===== src/design/sffc_pkg.sv =====
// Purpose: Shared constants and types for the serial frame format configuration block.
// Assumes: Plain register port with 4-bit address and 8-bit data.
// Notes: Register offsets below are local to this block.
package sffc_pkg;

    // Register offsets on the plain register port.
    localparam logic [3:0] ADDR_MODE = 4'h0;
    localparam logic [3:0] ADDR_TXDATA = 4'h1;
    localparam logic [3:0] ADDR_STATUS = 4'h2;
    localparam logic [3:0] ADDR_RXFLAG = 4'h3;

    localparam logic [7:0] MODE_RESET = 8'h00;
    localparam logic [7:0] READ_ZERO = 8'h00;

    // Transmit buffer shape.
    localparam int FIFO_WIDTH = 8;
    localparam int FIFO_DEPTH = 16;

    // Character lengths and frame shape.
    localparam logic [3:0] LEN_EIGHT = 4'h8;
    localparam logic [3:0] LEN_SEVEN = 4'h7;
    localparam logic [3:0] LEN_FIVE = 4'h5;
    localparam logic [3:0] ONE_BIT = 4'h1;
    localparam logic [7:0] MASK_EIGHT = 8'hff;
    localparam logic [7:0] MASK_SEVEN = 8'h7f;
    localparam logic [7:0] MASK_FIVE = 8'h1f;
    localparam logic START_LEVEL = 1'b0;
    localparam logic STOP_LEVEL = 1'b1;

    // Mode register layout, most significant field first.
    typedef struct packed {
        logic sync_mode;
        logic char_len_seven;
        logic parity_enable;
        logic parity_odd_select;
        logic two_stop;
        logic five_bit_format;
        logic baud_source_select_hi;
        logic baud_source_select_lo;
    } sffc_mode_s;

    typedef enum logic [1:0] {
        SFFC_BAUD_SYS,
        SFFC_BAUD_SUB_DIV2,
        SFFC_BAUD_SYS_DIV16,
        SFFC_BAUD_SYS_DIV64
    } sffc_baud_e;

    // One composed transmit frame, first bit on the line in bit 0.
    typedef struct packed {
        logic [11:0] bits;
        logic [3:0] nbits;
    } sffc_txframe_s;

    // One received character as delivered by the receive shifter.
    typedef struct packed {
        logic [7:0] data;
        logic parity;
        logic stop_first;
        logic stop_second;
    } sffc_rxframe_s;

endpackage : sffc_pkg


===== src/design/sffc_top.sv =====
// Purpose: Serial frame mode register, transmit frame composer and receive frame checker.
// Assumes: All inputs synchronous to ref_clk_i; shifters and baud generator sit outside.
// Notes: A 16-word buffer holds transmit characters between software and the composer.
// Contract
// - Mode register is 8 bits, read and written by software any time.
// - Mode register clears to zero on reset and on any standby mode.
// - Bit 7 picks asynchronous (0) or clocked synchronous (1) operation.
// - Bit 6 picks 8 or 7 data bits asynchronously; synchronous is 8.
// - With 7-bit characters, data bit 7 is not transmitted.
// - Five-bit characters need parity enable and five-bit bits; bits 7..5 dropped. Here bit 2 alone selects five-bit, parity or not.
// - Bit 5 adds and checks parity asynchronously; never in synchronous mode.
// - Bit 4 picks even (0) or odd (1) parity, only when parity active.
// - Parity makes ones over data plus parity odd or even; checked likewise.
// - Bit 3 gives one or two stop bits asynchronously; none synchronously.
// - Receiver checks only the first stop bit.
// - Low second bit after first stop starts next character; high is stop.
// - Bit 2 set enables five-bit format; clear keeps 7/8 by bit 6.
// - Bits 1..0 pick baud source: sys, sub/2, sys/16, sys/64.
//
// Implementation choices: the plain strobed port and the placing of the registers.
`timescale 1ns/1ps

module sffc_fifo #(
    parameter int WIDTH = 8,
    parameter int DEPTH = 16
) (
    input wire logic clk_i,
    input wire logic rst_i,
    input wire logic flush_i,
    input wire logic in_valid_i,
    input wire logic [WIDTH-1:0] in_data_i,
    output logic in_ready_o,
    output logic out_valid_o,
    output logic [WIDTH-1:0] out_data_o,
    input wire logic out_ready_i,
    output logic [$clog2(DEPTH):0] level_o
);
    localparam int AW = $clog2(DEPTH);
    localparam logic [AW:0] FULL_LEVEL = (AW+1)'(DEPTH);
    localparam logic [AW:0] LEVEL_ONE = (AW+1)'(1);
    localparam logic [AW-1:0] PTR_ONE = AW'(1);

    logic [WIDTH-1:0] mem_q [DEPTH];
    logic [AW-1:0] wr_ptr_q;
    logic [AW-1:0] rd_ptr_q;
    logic [AW:0] level_q;
    wire push = in_valid_i && in_ready_o;
    wire pop = out_valid_o && out_ready_i;

    // Full and empty follow the level count directly.
    assign in_ready_o = (level_q != FULL_LEVEL);
    assign out_valid_o = (level_q != '0);
    assign out_data_o = mem_q[rd_ptr_q];
    assign level_o = level_q;

    // Storage array, written only on an accepted push.
    always_ff @(posedge clk_i)
    begin
        if (push)
        begin
            mem_q[wr_ptr_q] <= in_data_i;
        end
    end

    // Pointers and level; a flush empties the buffer like a reset.
    always_ff @(posedge clk_i)
    begin
        if (rst_i || flush_i)
        begin
            wr_ptr_q <= '0;
            rd_ptr_q <= '0;
            level_q <= '0;
        end
        else
        begin
            if (push)
                wr_ptr_q <= wr_ptr_q + PTR_ONE;
            if (pop)
                rd_ptr_q <= rd_ptr_q + PTR_ONE;
            if (push && !pop)
                level_q <= level_q + LEVEL_ONE;
            else if (pop && !push)
                level_q <= level_q - LEVEL_ONE;
        end
    end

    property p_no_push_full;
        @(posedge clk_i) disable iff (rst_i)
        (level_q == FULL_LEVEL) && !pop && !flush_i |=> level_q == FULL_LEVEL;
    endproperty
    a_no_push_full: assert property (p_no_push_full) else $error("Buffer level moved past full.");

endmodule : sffc_fifo

module sffc_top (
    input wire logic ref_clk_i,
    input wire logic rst_i,
    input wire logic standby_i,
    input wire logic [3:0] reg_addr_i,
    input wire logic [7:0] reg_wdata_i,
    input wire logic reg_wr_i,
    input wire logic reg_rd_i,
    output logic [7:0] reg_rdata_o,
    output logic sync_mode_o,
    output sffc_pkg::sffc_baud_e baud_src_o,
    output logic tx_frame_valid_o,
    output sffc_pkg::sffc_txframe_s tx_frame_o,
    input wire logic tx_frame_ready_i,
    input wire logic rx_frame_valid_i,
    input wire sffc_pkg::sffc_rxframe_s rx_frame_i,
    output logic rx_check_valid_o,
    output logic rx_parity_err_o,
    output logic rx_framing_err_o,
    output logic rx_next_start_o
);
    sffc_pkg::sffc_mode_s mode_q;
    sffc_pkg::sffc_txframe_s txf_q;
    sffc_pkg::sffc_txframe_s txf_d;
    logic txv_q;
    logic [7:0] rdata_q;
    logic perr_flag_q;
    logic ferr_flag_q;
    logic chk_v_q;
    logic perr_q;
    logic ferr_q;
    logic nstart_q;
    logic [7:0] fifo_data;
    logic fifo_valid;
    logic fifo_in_ready;
    logic [4:0] fifo_level;

    // Address decode of the register port.
    wire sel_mode = (reg_addr_i == sffc_pkg::ADDR_MODE);
    wire sel_txdata = (reg_addr_i == sffc_pkg::ADDR_TXDATA);
    wire sel_status = (reg_addr_i == sffc_pkg::ADDR_STATUS);
    wire sel_rxflag = (reg_addr_i == sffc_pkg::ADDR_RXFLAG);
    wire wr_mode = reg_wr_i && sel_mode;
    wire wr_rxflag = reg_wr_i && sel_rxflag;

    // Effective character format; synchronous mode forces plain 8-bit data.
    wire async_mode = !mode_q.sync_mode;
    wire use_five = async_mode && mode_q.five_bit_format;
    wire use_seven = async_mode && !use_five && mode_q.char_len_seven;
    wire use_parity = async_mode && mode_q.parity_enable;
    wire odd_sel = use_parity && mode_q.parity_odd_select;
    wire use_two_stop = async_mode && mode_q.two_stop;
    wire [3:0] char_len = use_five ? sffc_pkg::LEN_FIVE : (use_seven ? sffc_pkg::LEN_SEVEN : sffc_pkg::LEN_EIGHT);
    wire [7:0] char_mask = use_five ? sffc_pkg::MASK_FIVE
        : (use_seven ? sffc_pkg::MASK_SEVEN : sffc_pkg::MASK_EIGHT);

    assign sync_mode_o = mode_q.sync_mode;
    assign baud_src_o = sffc_pkg::sffc_baud_e'({mode_q.baud_source_select_hi, mode_q.baud_source_select_lo});

    // Register read mux; unmapped offsets read as zero.
    wire [7:0] status_word = {!fifo_in_ready, !fifo_valid, 1'b0, fifo_level};
    wire [7:0] rxflag_word = {6'h00, ferr_flag_q, perr_flag_q};
    wire [7:0] rd_word = sel_mode ? mode_q
        : sel_status ? status_word
        : sel_rxflag ? rxflag_word
        : sffc_pkg::READ_ZERO;

    // Mode register; standby clears it and wins over a write in the same cycle.
    always_ff @(posedge ref_clk_i)
    begin
        if (rst_i || standby_i)
            mode_q <= sffc_pkg::MODE_RESET;
        else if (wr_mode)
            mode_q <= reg_wdata_i;
    end

    // Read data stand only in the cycle after the read strobe.
    always_ff @(posedge ref_clk_i)
    begin
        if (rst_i)
            rdata_q <= sffc_pkg::READ_ZERO;
        else
            rdata_q <= reg_rd_i ? rd_word : sffc_pkg::READ_ZERO;
    end
    assign reg_rdata_o = rdata_q;

    // Software pushes characters; a write to a full buffer is dropped and shows in status.
    sffc_fifo #(
        .WIDTH(sffc_pkg::FIFO_WIDTH),
        .DEPTH(sffc_pkg::FIFO_DEPTH)
    ) u_txbuf (
        .clk_i(ref_clk_i),
        .rst_i(rst_i),
        .flush_i(standby_i),
        .in_valid_i(reg_wr_i && sel_txdata),
        .in_data_i(reg_wdata_i),
        .in_ready_o(fifo_in_ready),
        .out_valid_o(fifo_valid),
        .out_data_o(fifo_data),
        .out_ready_i(!txv_q || tx_frame_ready_i),
        .level_o(fifo_level)
    );

    // Frame composition: start, masked data, optional parity, stop ones.
    // Extra ones above nbits are harmless because the shifter stops at nbits.
    wire pop = fifo_valid && (!txv_q || tx_frame_ready_i);
    wire [7:0] tx_data = fifo_data & char_mask;
    wire tx_par = (^tx_data) ^ odd_sel;
    wire [2:0] tail = use_parity ? {sffc_pkg::STOP_LEVEL, sffc_pkg::STOP_LEVEL, tx_par}
        : {3{sffc_pkg::STOP_LEVEL}};
    wire [10:0] payload = {3'h0, tx_data} | (11'(tail) << char_len);
    wire [3:0] stop_cnt = use_two_stop ? 4'h2 : sffc_pkg::ONE_BIT;
    wire [3:0] par_cnt = use_parity ? sffc_pkg::ONE_BIT : 4'h0;
    always_comb
    begin
        if (async_mode)
        begin
            txf_d.bits = {payload, sffc_pkg::START_LEVEL};
            txf_d.nbits = sffc_pkg::ONE_BIT + char_len + par_cnt + stop_cnt;
        end
        else
        begin
            txf_d.bits = {4'h0, fifo_data};
            txf_d.nbits = sffc_pkg::LEN_EIGHT;
        end
    end

    // Output stage holds a frame until the shifter takes it.
    always_ff @(posedge ref_clk_i)
    begin
        if (rst_i || standby_i)
        begin
            txv_q <= 1'b0;
            txf_q <= '0;
        end
        else if (pop)
        begin
            txv_q <= 1'b1;
            txf_q <= txf_d;
        end
        else if (tx_frame_ready_i)
            txv_q <= 1'b0;
    end
    assign tx_frame_valid_o = txv_q;
    assign tx_frame_o = txf_q;

    // Receive checks; only the first stop bit can raise a framing error.
    wire [7:0] rx_data = rx_frame_i.data & char_mask;
    wire rx_perr = use_parity && ((^{rx_data, rx_frame_i.parity}) != odd_sel);
    wire rx_ferr = async_mode && !rx_frame_i.stop_first;
    wire rx_nstart = async_mode && rx_frame_i.stop_first && !rx_frame_i.stop_second;

    // One-cycle check results after each delivered character.
    always_ff @(posedge ref_clk_i)
    begin
        if (rst_i)
        begin
            chk_v_q <= 1'b0;
            perr_q <= 1'b0;
            ferr_q <= 1'b0;
            nstart_q <= 1'b0;
        end
        else
        begin
            chk_v_q <= rx_frame_valid_i;
            perr_q <= rx_frame_valid_i && rx_perr;
            ferr_q <= rx_frame_valid_i && rx_ferr;
            nstart_q <= rx_frame_valid_i && rx_nstart;
        end
    end
    assign rx_check_valid_o = chk_v_q;
    assign rx_parity_err_o = perr_q;
    assign rx_framing_err_o = ferr_q;
    assign rx_next_start_o = nstart_q;

    // Sticky error flags, write one to clear; a new error in the clearing cycle wins.
    always_ff @(posedge ref_clk_i)
    begin
        if (rst_i)
        begin
            perr_flag_q <= 1'b0;
            ferr_flag_q <= 1'b0;
        end
        else
        begin
            perr_flag_q <= (rx_frame_valid_i && rx_perr) || (perr_flag_q && !(wr_rxflag && reg_wdata_i[0]));
            ferr_flag_q <= (rx_frame_valid_i && rx_ferr) || (ferr_flag_q && !(wr_rxflag && reg_wdata_i[1]));
        end
    end

    property p_mode_reset;
        @(posedge ref_clk_i) (rst_i || standby_i) |=> mode_q == sffc_pkg::MODE_RESET;
    endproperty
    a_mode_reset: assert property (p_mode_reset) else $error("Mode register not cleared.");

    property p_mode_write;
        @(posedge ref_clk_i) disable iff (rst_i)
        wr_mode && !standby_i |=> mode_q == $past(reg_wdata_i);
    endproperty
    a_mode_write: assert property (p_mode_write) else $error("Mode write not stored.");

    property p_mode_read;
        @(posedge ref_clk_i) disable iff (rst_i)
        reg_rd_i && sel_mode |=> reg_rdata_o == $past(mode_q) ##1 reg_rdata_o == 8'h00 || $past(reg_rd_i);
    endproperty
    a_mode_read: assert property (p_mode_read) else $error("Mode read data wrong.");

    property p_sync_frame;
        @(posedge ref_clk_i) disable iff (rst_i || standby_i)
        pop && mode_q.sync_mode |=> tx_frame_o.nbits == sffc_pkg::LEN_EIGHT && tx_frame_o.bits[7:0] == $past(fifo_data);
    endproperty
    a_sync_frame: assert property (p_sync_frame) else $error("Synchronous frame not plain 8 bits.");

    property p_seven_len;
        @(posedge ref_clk_i) disable iff (rst_i || standby_i)
        pop && async_mode && mode_q.char_len_seven && !mode_q.five_bit_format && !mode_q.parity_enable
        && !mode_q.two_stop |=> tx_frame_o.nbits == 4'h9 && tx_frame_o.bits[8] == sffc_pkg::STOP_LEVEL;
    endproperty
    a_seven_len: assert property (p_seven_len) else $error("Seven-bit frame length wrong.");

    property p_two_stop;
        @(posedge ref_clk_i) disable iff (rst_i || standby_i)
        pop && async_mode && mode_q.two_stop && !mode_q.parity_enable && !mode_q.char_len_seven
        && !mode_q.five_bit_format |=> tx_frame_o.nbits == 4'hb && tx_frame_o.bits[10:9] == 2'h3;
    endproperty
    a_two_stop: assert property (p_two_stop) else $error("Two stop bits not appended.");

    property p_tx_parity;
        @(posedge ref_clk_i) disable iff (rst_i || standby_i)
        pop && use_parity && !use_five && !use_seven
        |=> (^tx_frame_o.bits[9:1]) == $past(mode_q.parity_odd_select);
    endproperty
    a_tx_parity: assert property (p_tx_parity) else $error("Transmit parity sense wrong.");

    property p_sync_no_err;
        @(posedge ref_clk_i) disable iff (rst_i)
        rx_frame_valid_i && mode_q.sync_mode |=> !rx_parity_err_o && !rx_framing_err_o && rx_check_valid_o;
    endproperty
    a_sync_no_err: assert property (p_sync_no_err) else $error("Error raised in synchronous mode.");

    property p_first_stop;
        @(posedge ref_clk_i) disable iff (rst_i)
        rx_frame_valid_i && async_mode |=> rx_framing_err_o == !$past(rx_frame_i.stop_first);
    endproperty
    a_first_stop: assert property (p_first_stop) else $error("Framing check not on first stop.");

    property p_next_start;
        @(posedge ref_clk_i) disable iff (rst_i)
        rx_frame_valid_i && async_mode && rx_frame_i.stop_first && !rx_frame_i.stop_second
        |=> rx_next_start_o && !rx_framing_err_o;
    endproperty
    a_next_start: assert property (p_next_start) else $error("Low second bit not taken as start.");

endmodule : sffc_top


===== config.mk =====
export PLATFORM = sky130hd
export DESIGN_NAME = sffc_top
export DESIGN_NICKNAME = d
export VERILOG_FILES = /design/src/design/sffc_pkg.sv /design/src/design/sffc_top.sv
export SDC_FILE = /design/constraint.sdc
export NUM_CORES = 1
export LEC_CHECK = 0
export ABC_AREA = 1
export BUFFER_PORTS_ARGS = -buffer_cell sky130_fd_sc_hd__buf_4
export CORE_ASPECT_RATIO = 0.9
export CORE_MARGIN = 5
export CORE_UTILIZATION = 53
export DETAILED_ROUTE_END_ITERATION = 6
export PLACE_DENSITY = 0.71
export SYNTH_ARGS = -nofsm -noshare
export SYNTH_HDL_FRONTEND = slang
export SYNTH_SLANG_ARGS = --single-unit
export TNS_END_PERCENT = 30

===== constraint.sdc =====
create_clock -name ref_clk_i -period 4.7 [get_ports ref_clk_i]
set_input_delay 0.47 -clock ref_clk_i [delete_from_list [all_inputs] [get_ports ref_clk_i]]
set_output_delay 0.47 -clock ref_clk_i [all_outputs]
set_load 0.03 [all_outputs]

==> results of run 1 <==
==> per-stage QoR <==
stage | std cells | hold slack (ps) | total power [uW]
CTS | 1156 | 162 | 4960
finish | 1156 | 176 | 4950
global placement | 1124 | 452 | 3530
floorplan | 887 | 435 | 3160
detailed placement | 1124 | 457 | 3540
global route | 1156 | 168 | 5250
==> worst reg2reg max path, delay by kind of cell, from the launching register on <==
| kind | cells | cell delay [ps] |
|---|---|---|
| simple gates | 14 | 1310 |
| flops | 1 | 920 |
| buf+inv | 1 | 380 |
| compound gates | 2 | 360 |
==> where the power goes <==
part / internal (uW) / switching, uW / total, uW / leakage, uW
Sequential: 1810 / 104 / 1920 / 0.00161
Combinational: 518 / 1100 / 1620 / 0.00211
Clock: 765 / 655 / 1420 / 0.000298
Total: 3090 / 1860 / 4950 / 0.00402
==> path summary, 6_finish.rpt <==
check                      start               to  cells after the start
setup / recovery       flip-flop   tx_frame_o[12]                     17
hold / removal     rx_frame_i[0]  rx_next_start_o                      2
setup reg to reg       flip-flop   tx_frame_o[12]                     17
hold reg to reg   tx_frame_o[15]   tx_frame_o[15]                      2
==> state kept, by name, summed over array words and instances (netlist names), named ones only <==
signal / flops
mode_q: 5
u_txbuf.level_o: 5
reg_rdata_o: 8
tx_frame_valid_o: 1
u_txbuf.mem_q: 128
rx_framing_err_o: 1
u_txbuf.rd_ptr_q: 4
perr_flag_q: 1
rx_check_valid_o: 1
baud_src_o: 2
ferr_flag_q: 1
rx_next_start_o: 1
tx_frame_o: 16
rx_parity_err_o: 1
u_txbuf.wr_ptr_q: 4
sync_mode_o: 1
==> layout make-up <==
cell class / instances / area (um2) / area share
flip-flops and latches: 184 / 4970 / 0.529
multi-input cells: 543 / 2580 / 0.275
repair buffers: 68 / 510 / 0.0544
inverters: 127 / 482 / 0.0513
clock buffers: 19 / 475 / 0.0507
well taps: 202 / 253 / 0.0269
clock inverters: 13 / 119 / 0.0127
==> routing by layer <==
| metal | GRT usage | up-vias |
|---|---|---|
| met5 | 0 | - |
| met4 | 0.0835 | 0 |
| met3 | 0.0476 | 26 |
| met2 | 0.322 | 210 |
| met1 | 0.300 | 2796 |
| li1 | - | 2998 |
==> cell usage after synthesis (4+ instances only) <==
cell type	count
nand2_2	5
clkbuf_1	7
nand3_1	95
xnor2_1	6
inv_2	4
a31oi_1	4
xor2_1	7
nor2_1	61
buf_4	8
inv_1	121
nand2_1	261
o221ai_1	5
o21ai_0	26
dfxtp_1	56
buf_2	9
edfxtp_1	128
buf_6	7
ha_1	13
a21oi_1	34
==> cells by family (layout without fill, tap and decap cells) <==
group	Yosys count	after routing	synth area share
AOI/OAI and AO/OA	84	84	0.0583
xor gates and xnor gates	13	13	0.0138
adders and majority gates	15	15	0.0245
buffers and inverters	160	227	0.0874
DFF	184	184	0.601
and+or+nand+nor	431	431	0.215
==> impl_metrics.toml, run 1 <==
[power]
leakage_uw = 0.00402
power.density_nw_per_um2 = 528
peakVddDrop_uv = 368

[placement]
place_ws_ps = 1770
place.gp.congestion = 0.866
dpl_cell_area_um2 = 8790
port_buffers = 61
hpwl_um = 12400

[critical_path]
cpMostUsedCell = "nand2_1"
r2r_slack_ps = 1630
cp.arrival_ps = 3390
worstSetupPathType = "reg2reg"
critPathMaxStageDelay_ps = 920
slowest_stage = "dfxtp_2"
end_kind = "flip-flop"
worstPathMaxFanout = 60
cpLargestDelayFamily = "simple AND/OR/NAND/NOR gates"
critPathBufInv = 1
cp-start-kind = "flip-flop"
path_cells = "inv_6, o21ai_0, nand3_1, nand3_1, nand2_1, nand2_1, nand2_1, nand2_1, nand2_1, nand2_1, nand3_1, nand2_1, nand2_2, nand2_1, nand2_1, nand2_1, a21oi_2"
cp.required_ps = 5010

[timing]
rsz0062_at_grt = "no"
finalSetupViolations = 0
period_share = 0.654
setup_ws_ps = 1630
layout_min_cycle_time_ps = 3070
slew_violations = 0
clock.fmax_mhz = 325
finalHoldViolCount = 0
tightest_slew_ps = 891
slew_headroom = 0.404
worst_clock_skew_ps = 15.2
setup_tns_ps = 0

[layout]
final_common_cell = "nand2_1"
layout_common_cells = "nand2_1, edfxtp_1, inv_1"
fin_nets = 986
final_util = 0.612
fillCellCount = 1263
antennaDiodeCount = 0
syn_to_final_growth_pct = 13.5
drive_gt1_frac = 0.121
final_cell_area_um2 = 9380

[route]
dr_wl_met3_um = 1400
drc = 0
highest_layer = "met4"
drt_iter0_drc = 644
antenna_left = 0
postRouteWirelength_um = 18800
via_per_inst = 5.22
drtPass1Iterations = 5
wl_met1_um = 8380
wl_met2_um = 8550
wl_per_cell_um = 16.2
num_vias = 6030

[clocking]
cts_sinks = 184
cts_hold_buf = 0
clk_root_buffer_cell = "clkbuf_16"
cts_tree = "built"
clk_latency_ps = 440
cts_buffers = 17
post_cts_resized = 0
cts_setup_buffers = 0
clkTransAtPathRegs_ps = 80
ctsLongestPathBuffers = 2
htree_levels = 4

[logic_synthesis]
yosysSeqAreaShare = 0.601
syn_area_per_cell_um2 = 9.32
ys_dominant_reg_cell = "edfxtp_1"
synth-edff-count = 128
yosysTopAreaCell = "edfxtp_1"
netlist.area_leader.share = 0.465
ys_types = 39
synthArstFlopShare = 0
syn_inst = 887
synth_area_leaders = "edfxtp_1, dfxtp_1, nand2_1, nand3_1, inv_1"
syn_nets = 932
ys_ff_latch = 184
yosys_warnings = 0
syn_area_um2 = 8260

[die]
die_area_um2 = 18200
core_um2 = 15300
start_util = 0.539
die_w_um = 142
ios = 62
rows = 43
die_y_um = 128

[grt]
grt_pass1_wl_um = 29600
grt_pass1_vias = 5573
overflow = 0
grt_usage = 0.212
antenna_found_initial = 0
grt_max_degree = 61

[run_status]
outcome = "completed"

[worst_hold_path]
hold_path_class = "in2reg"

[job]
drv_cap = 0
Power figures use the tool's default switching activity.
==> inputs of run 2 (changes only) <==
clock period = 3.2 ns   (was 4.7 ns; I/O delays follow)
==> impl_metrics.toml, run 2 (synthesized netlist as in run 1, its figures left out) <==
[critical_path]
path_cells = "nor4_1, nand2_1, nand2_1, inv_1, ha_1, inv_1, ha_1, a21o_1, a21oi_1, nor2_1, nor2_1, nand2_1, o21ai_0, a21oi_1"
cp.required_ps = 3510
critical_path_depth = 14
cpMostUsedCell = "nand2_1"
end_kind = "flip-flop"
cp.arrival_ps = 3080
r2r-start = "u_txbuf.level_o[0]"
slowest_stage = "nor4_1"
r2r_slack_ps = 430
r2r_cells = 14
endpoint = "u_txbuf.level_o[4]"
cp-start-kind = "flip-flop"
cpLargestDelayFamily = "simple AND/OR/NAND/NOR gates"
worstPathMaxFanout = 6
critPathBufInv = 2
worstSetupPathType = "reg2reg"
critPathMaxStageDelay_ps = 420
cp-startpoint = "u_txbuf.level_o[0]"
r2r-end = "u_txbuf.level_o[4]"

[placement]
hpwl_um = 12000
place.gp.congestion = 0.859
dpl_cell_area_um2 = 8860
port_buffers = 61

[timing]
clock.fmax_mhz = 361
rsz0062_at_grt = "no"
finalHoldViolCount = 0
setup_tns_ps = 0
period_share = 0.865
layout_min_cycle_time_ps = 2770
tightest_slew_ps = 839
worst_clock_skew_ps = 6.55
slew_violations = 0
slew_headroom = 0.438
finalSetupViolations = 0

[clocking]
clk_root_buffer_cell = "clkbuf_16"
ctsLongestPathBuffers = 2
clkTransAtPathRegs_ps = 60
clk_latency_ps = 420
cts_hold_buf = 0
post_cts_resized = 0
cts_tree = "built"
cts_setup_buffers = 0
cts_buffers = 17
htree_levels = 4
cts_sinks = 184

[job]
drv_cap = 0

[layout]
final_cell_area_um2 = 9460
final_common_cell = "nand2_1"
layout_common_cells = "nand2_1, edfxtp_1, inv_1"
antennaDiodeCount = 0
syn_to_final_growth_pct = 14.5
regMostFlops = "u_txbuf.mem_q"
largest_register_ffs = 128
fin_nets = 994
drive_gt1_frac = 0.124
fillCellCount = 1282

[route]
dr_wl_met3_um = 1110
antenna_left = 0
via_per_inst = 5.16
drc = 0
highest_layer = "met4"
drtPass1Iterations = 6
wl_met2_um = 9080
drt_iter0_drc = 653
wl_per_cell_um = 16.3
wl_met1_um = 8550
num_vias = 6011
postRouteWirelength_um = 19000

[power]
power.density_nw_per_um2 = 773
peakVddDrop_uv = 916
finalPower_uw = 7310
leakage_uw = 0.00407

[grt]
grt_pass1_vias = 5713
grt_max_degree = 69
grt_usage = 0.215
grt_pass1_wl_um = 30100
overflow = 0
antenna_found_initial = 0

[die]
die_y_um = 128
rows = 43
ios = 62
start_util = 0.539
die_area_um2 = 18200
core_um2 = 15300
die_w_um = 142

[worst_hold_path]
hold_path_class = "in2reg"

[run_status]
outcome = "completed"
==> run 2: per-stage QoR <==
step                 util  instances  hold WS, ps  setup slack, ps
floorplan               -        887          389              306
global placement    0.578       1132          451              529
detailed placement  0.578       1132          458              476
CTS                 0.617       1164         32.8              453
global route        0.617       1164         44.0              201
finish              0.617       1164         51.0              433
==> run 2: worst min-delay path by stage <==
stage / startpoint / to / slack, ps / depth (start not counted)
final: rx_frame_i[0] / rx_next_start_o / 50 / 2
after floorplan: rst_i / perr_flag_q / 390 / 1
after CTS: rx_frame_i[0] / rx_next_start_o / 30 / 2
after detailed placement: perr_flag_q / perr_flag_q / 460 / 2
after global routing: rx_frame_i[0] / rx_next_start_o / 40 / 2
after global placement: u_txbuf.rd_ptr_q[3] / u_txbuf.rd_ptr_q[3] / 450 / 2
==> run 2: final cells by class <==
| class | count | area [um2] | share of cell area |
|---|---|---|---|
| clock buffers | 25 | 539 | 0.0570 |
| clock inverters | 7 | 60.1 | 0.00635 |
| inverters | 127 | 482 | 0.0509 |
| multi-input cells | 543 | 2580 | 0.272 |
| flip-flops and latches | 184 | 4970 | 0.525 |
| well taps | 202 | 253 | 0.0267 |
| repair buffers | 76 | 583 | 0.0616 |
==> run 2: layer usage <==
layer | global-route usage | vias up
met5 | 0 | -
met4 | 0.0677 | 0
met3 | 0.0405 | 18
met2 | 0.340 | 174
met1 | 0.305 | 2809
li1 | - | 3010
==> run 2: report_power, final <==
group | internal (uW) | leakage (uW) | switching, uW
Combinational | 767 | 0.00216 | 1700
Clock | 1250 | 0.000300 | 838
Sequential | 2660 | 0.00161 | 94.4
Total | 4680 | 0.00407 | 2630
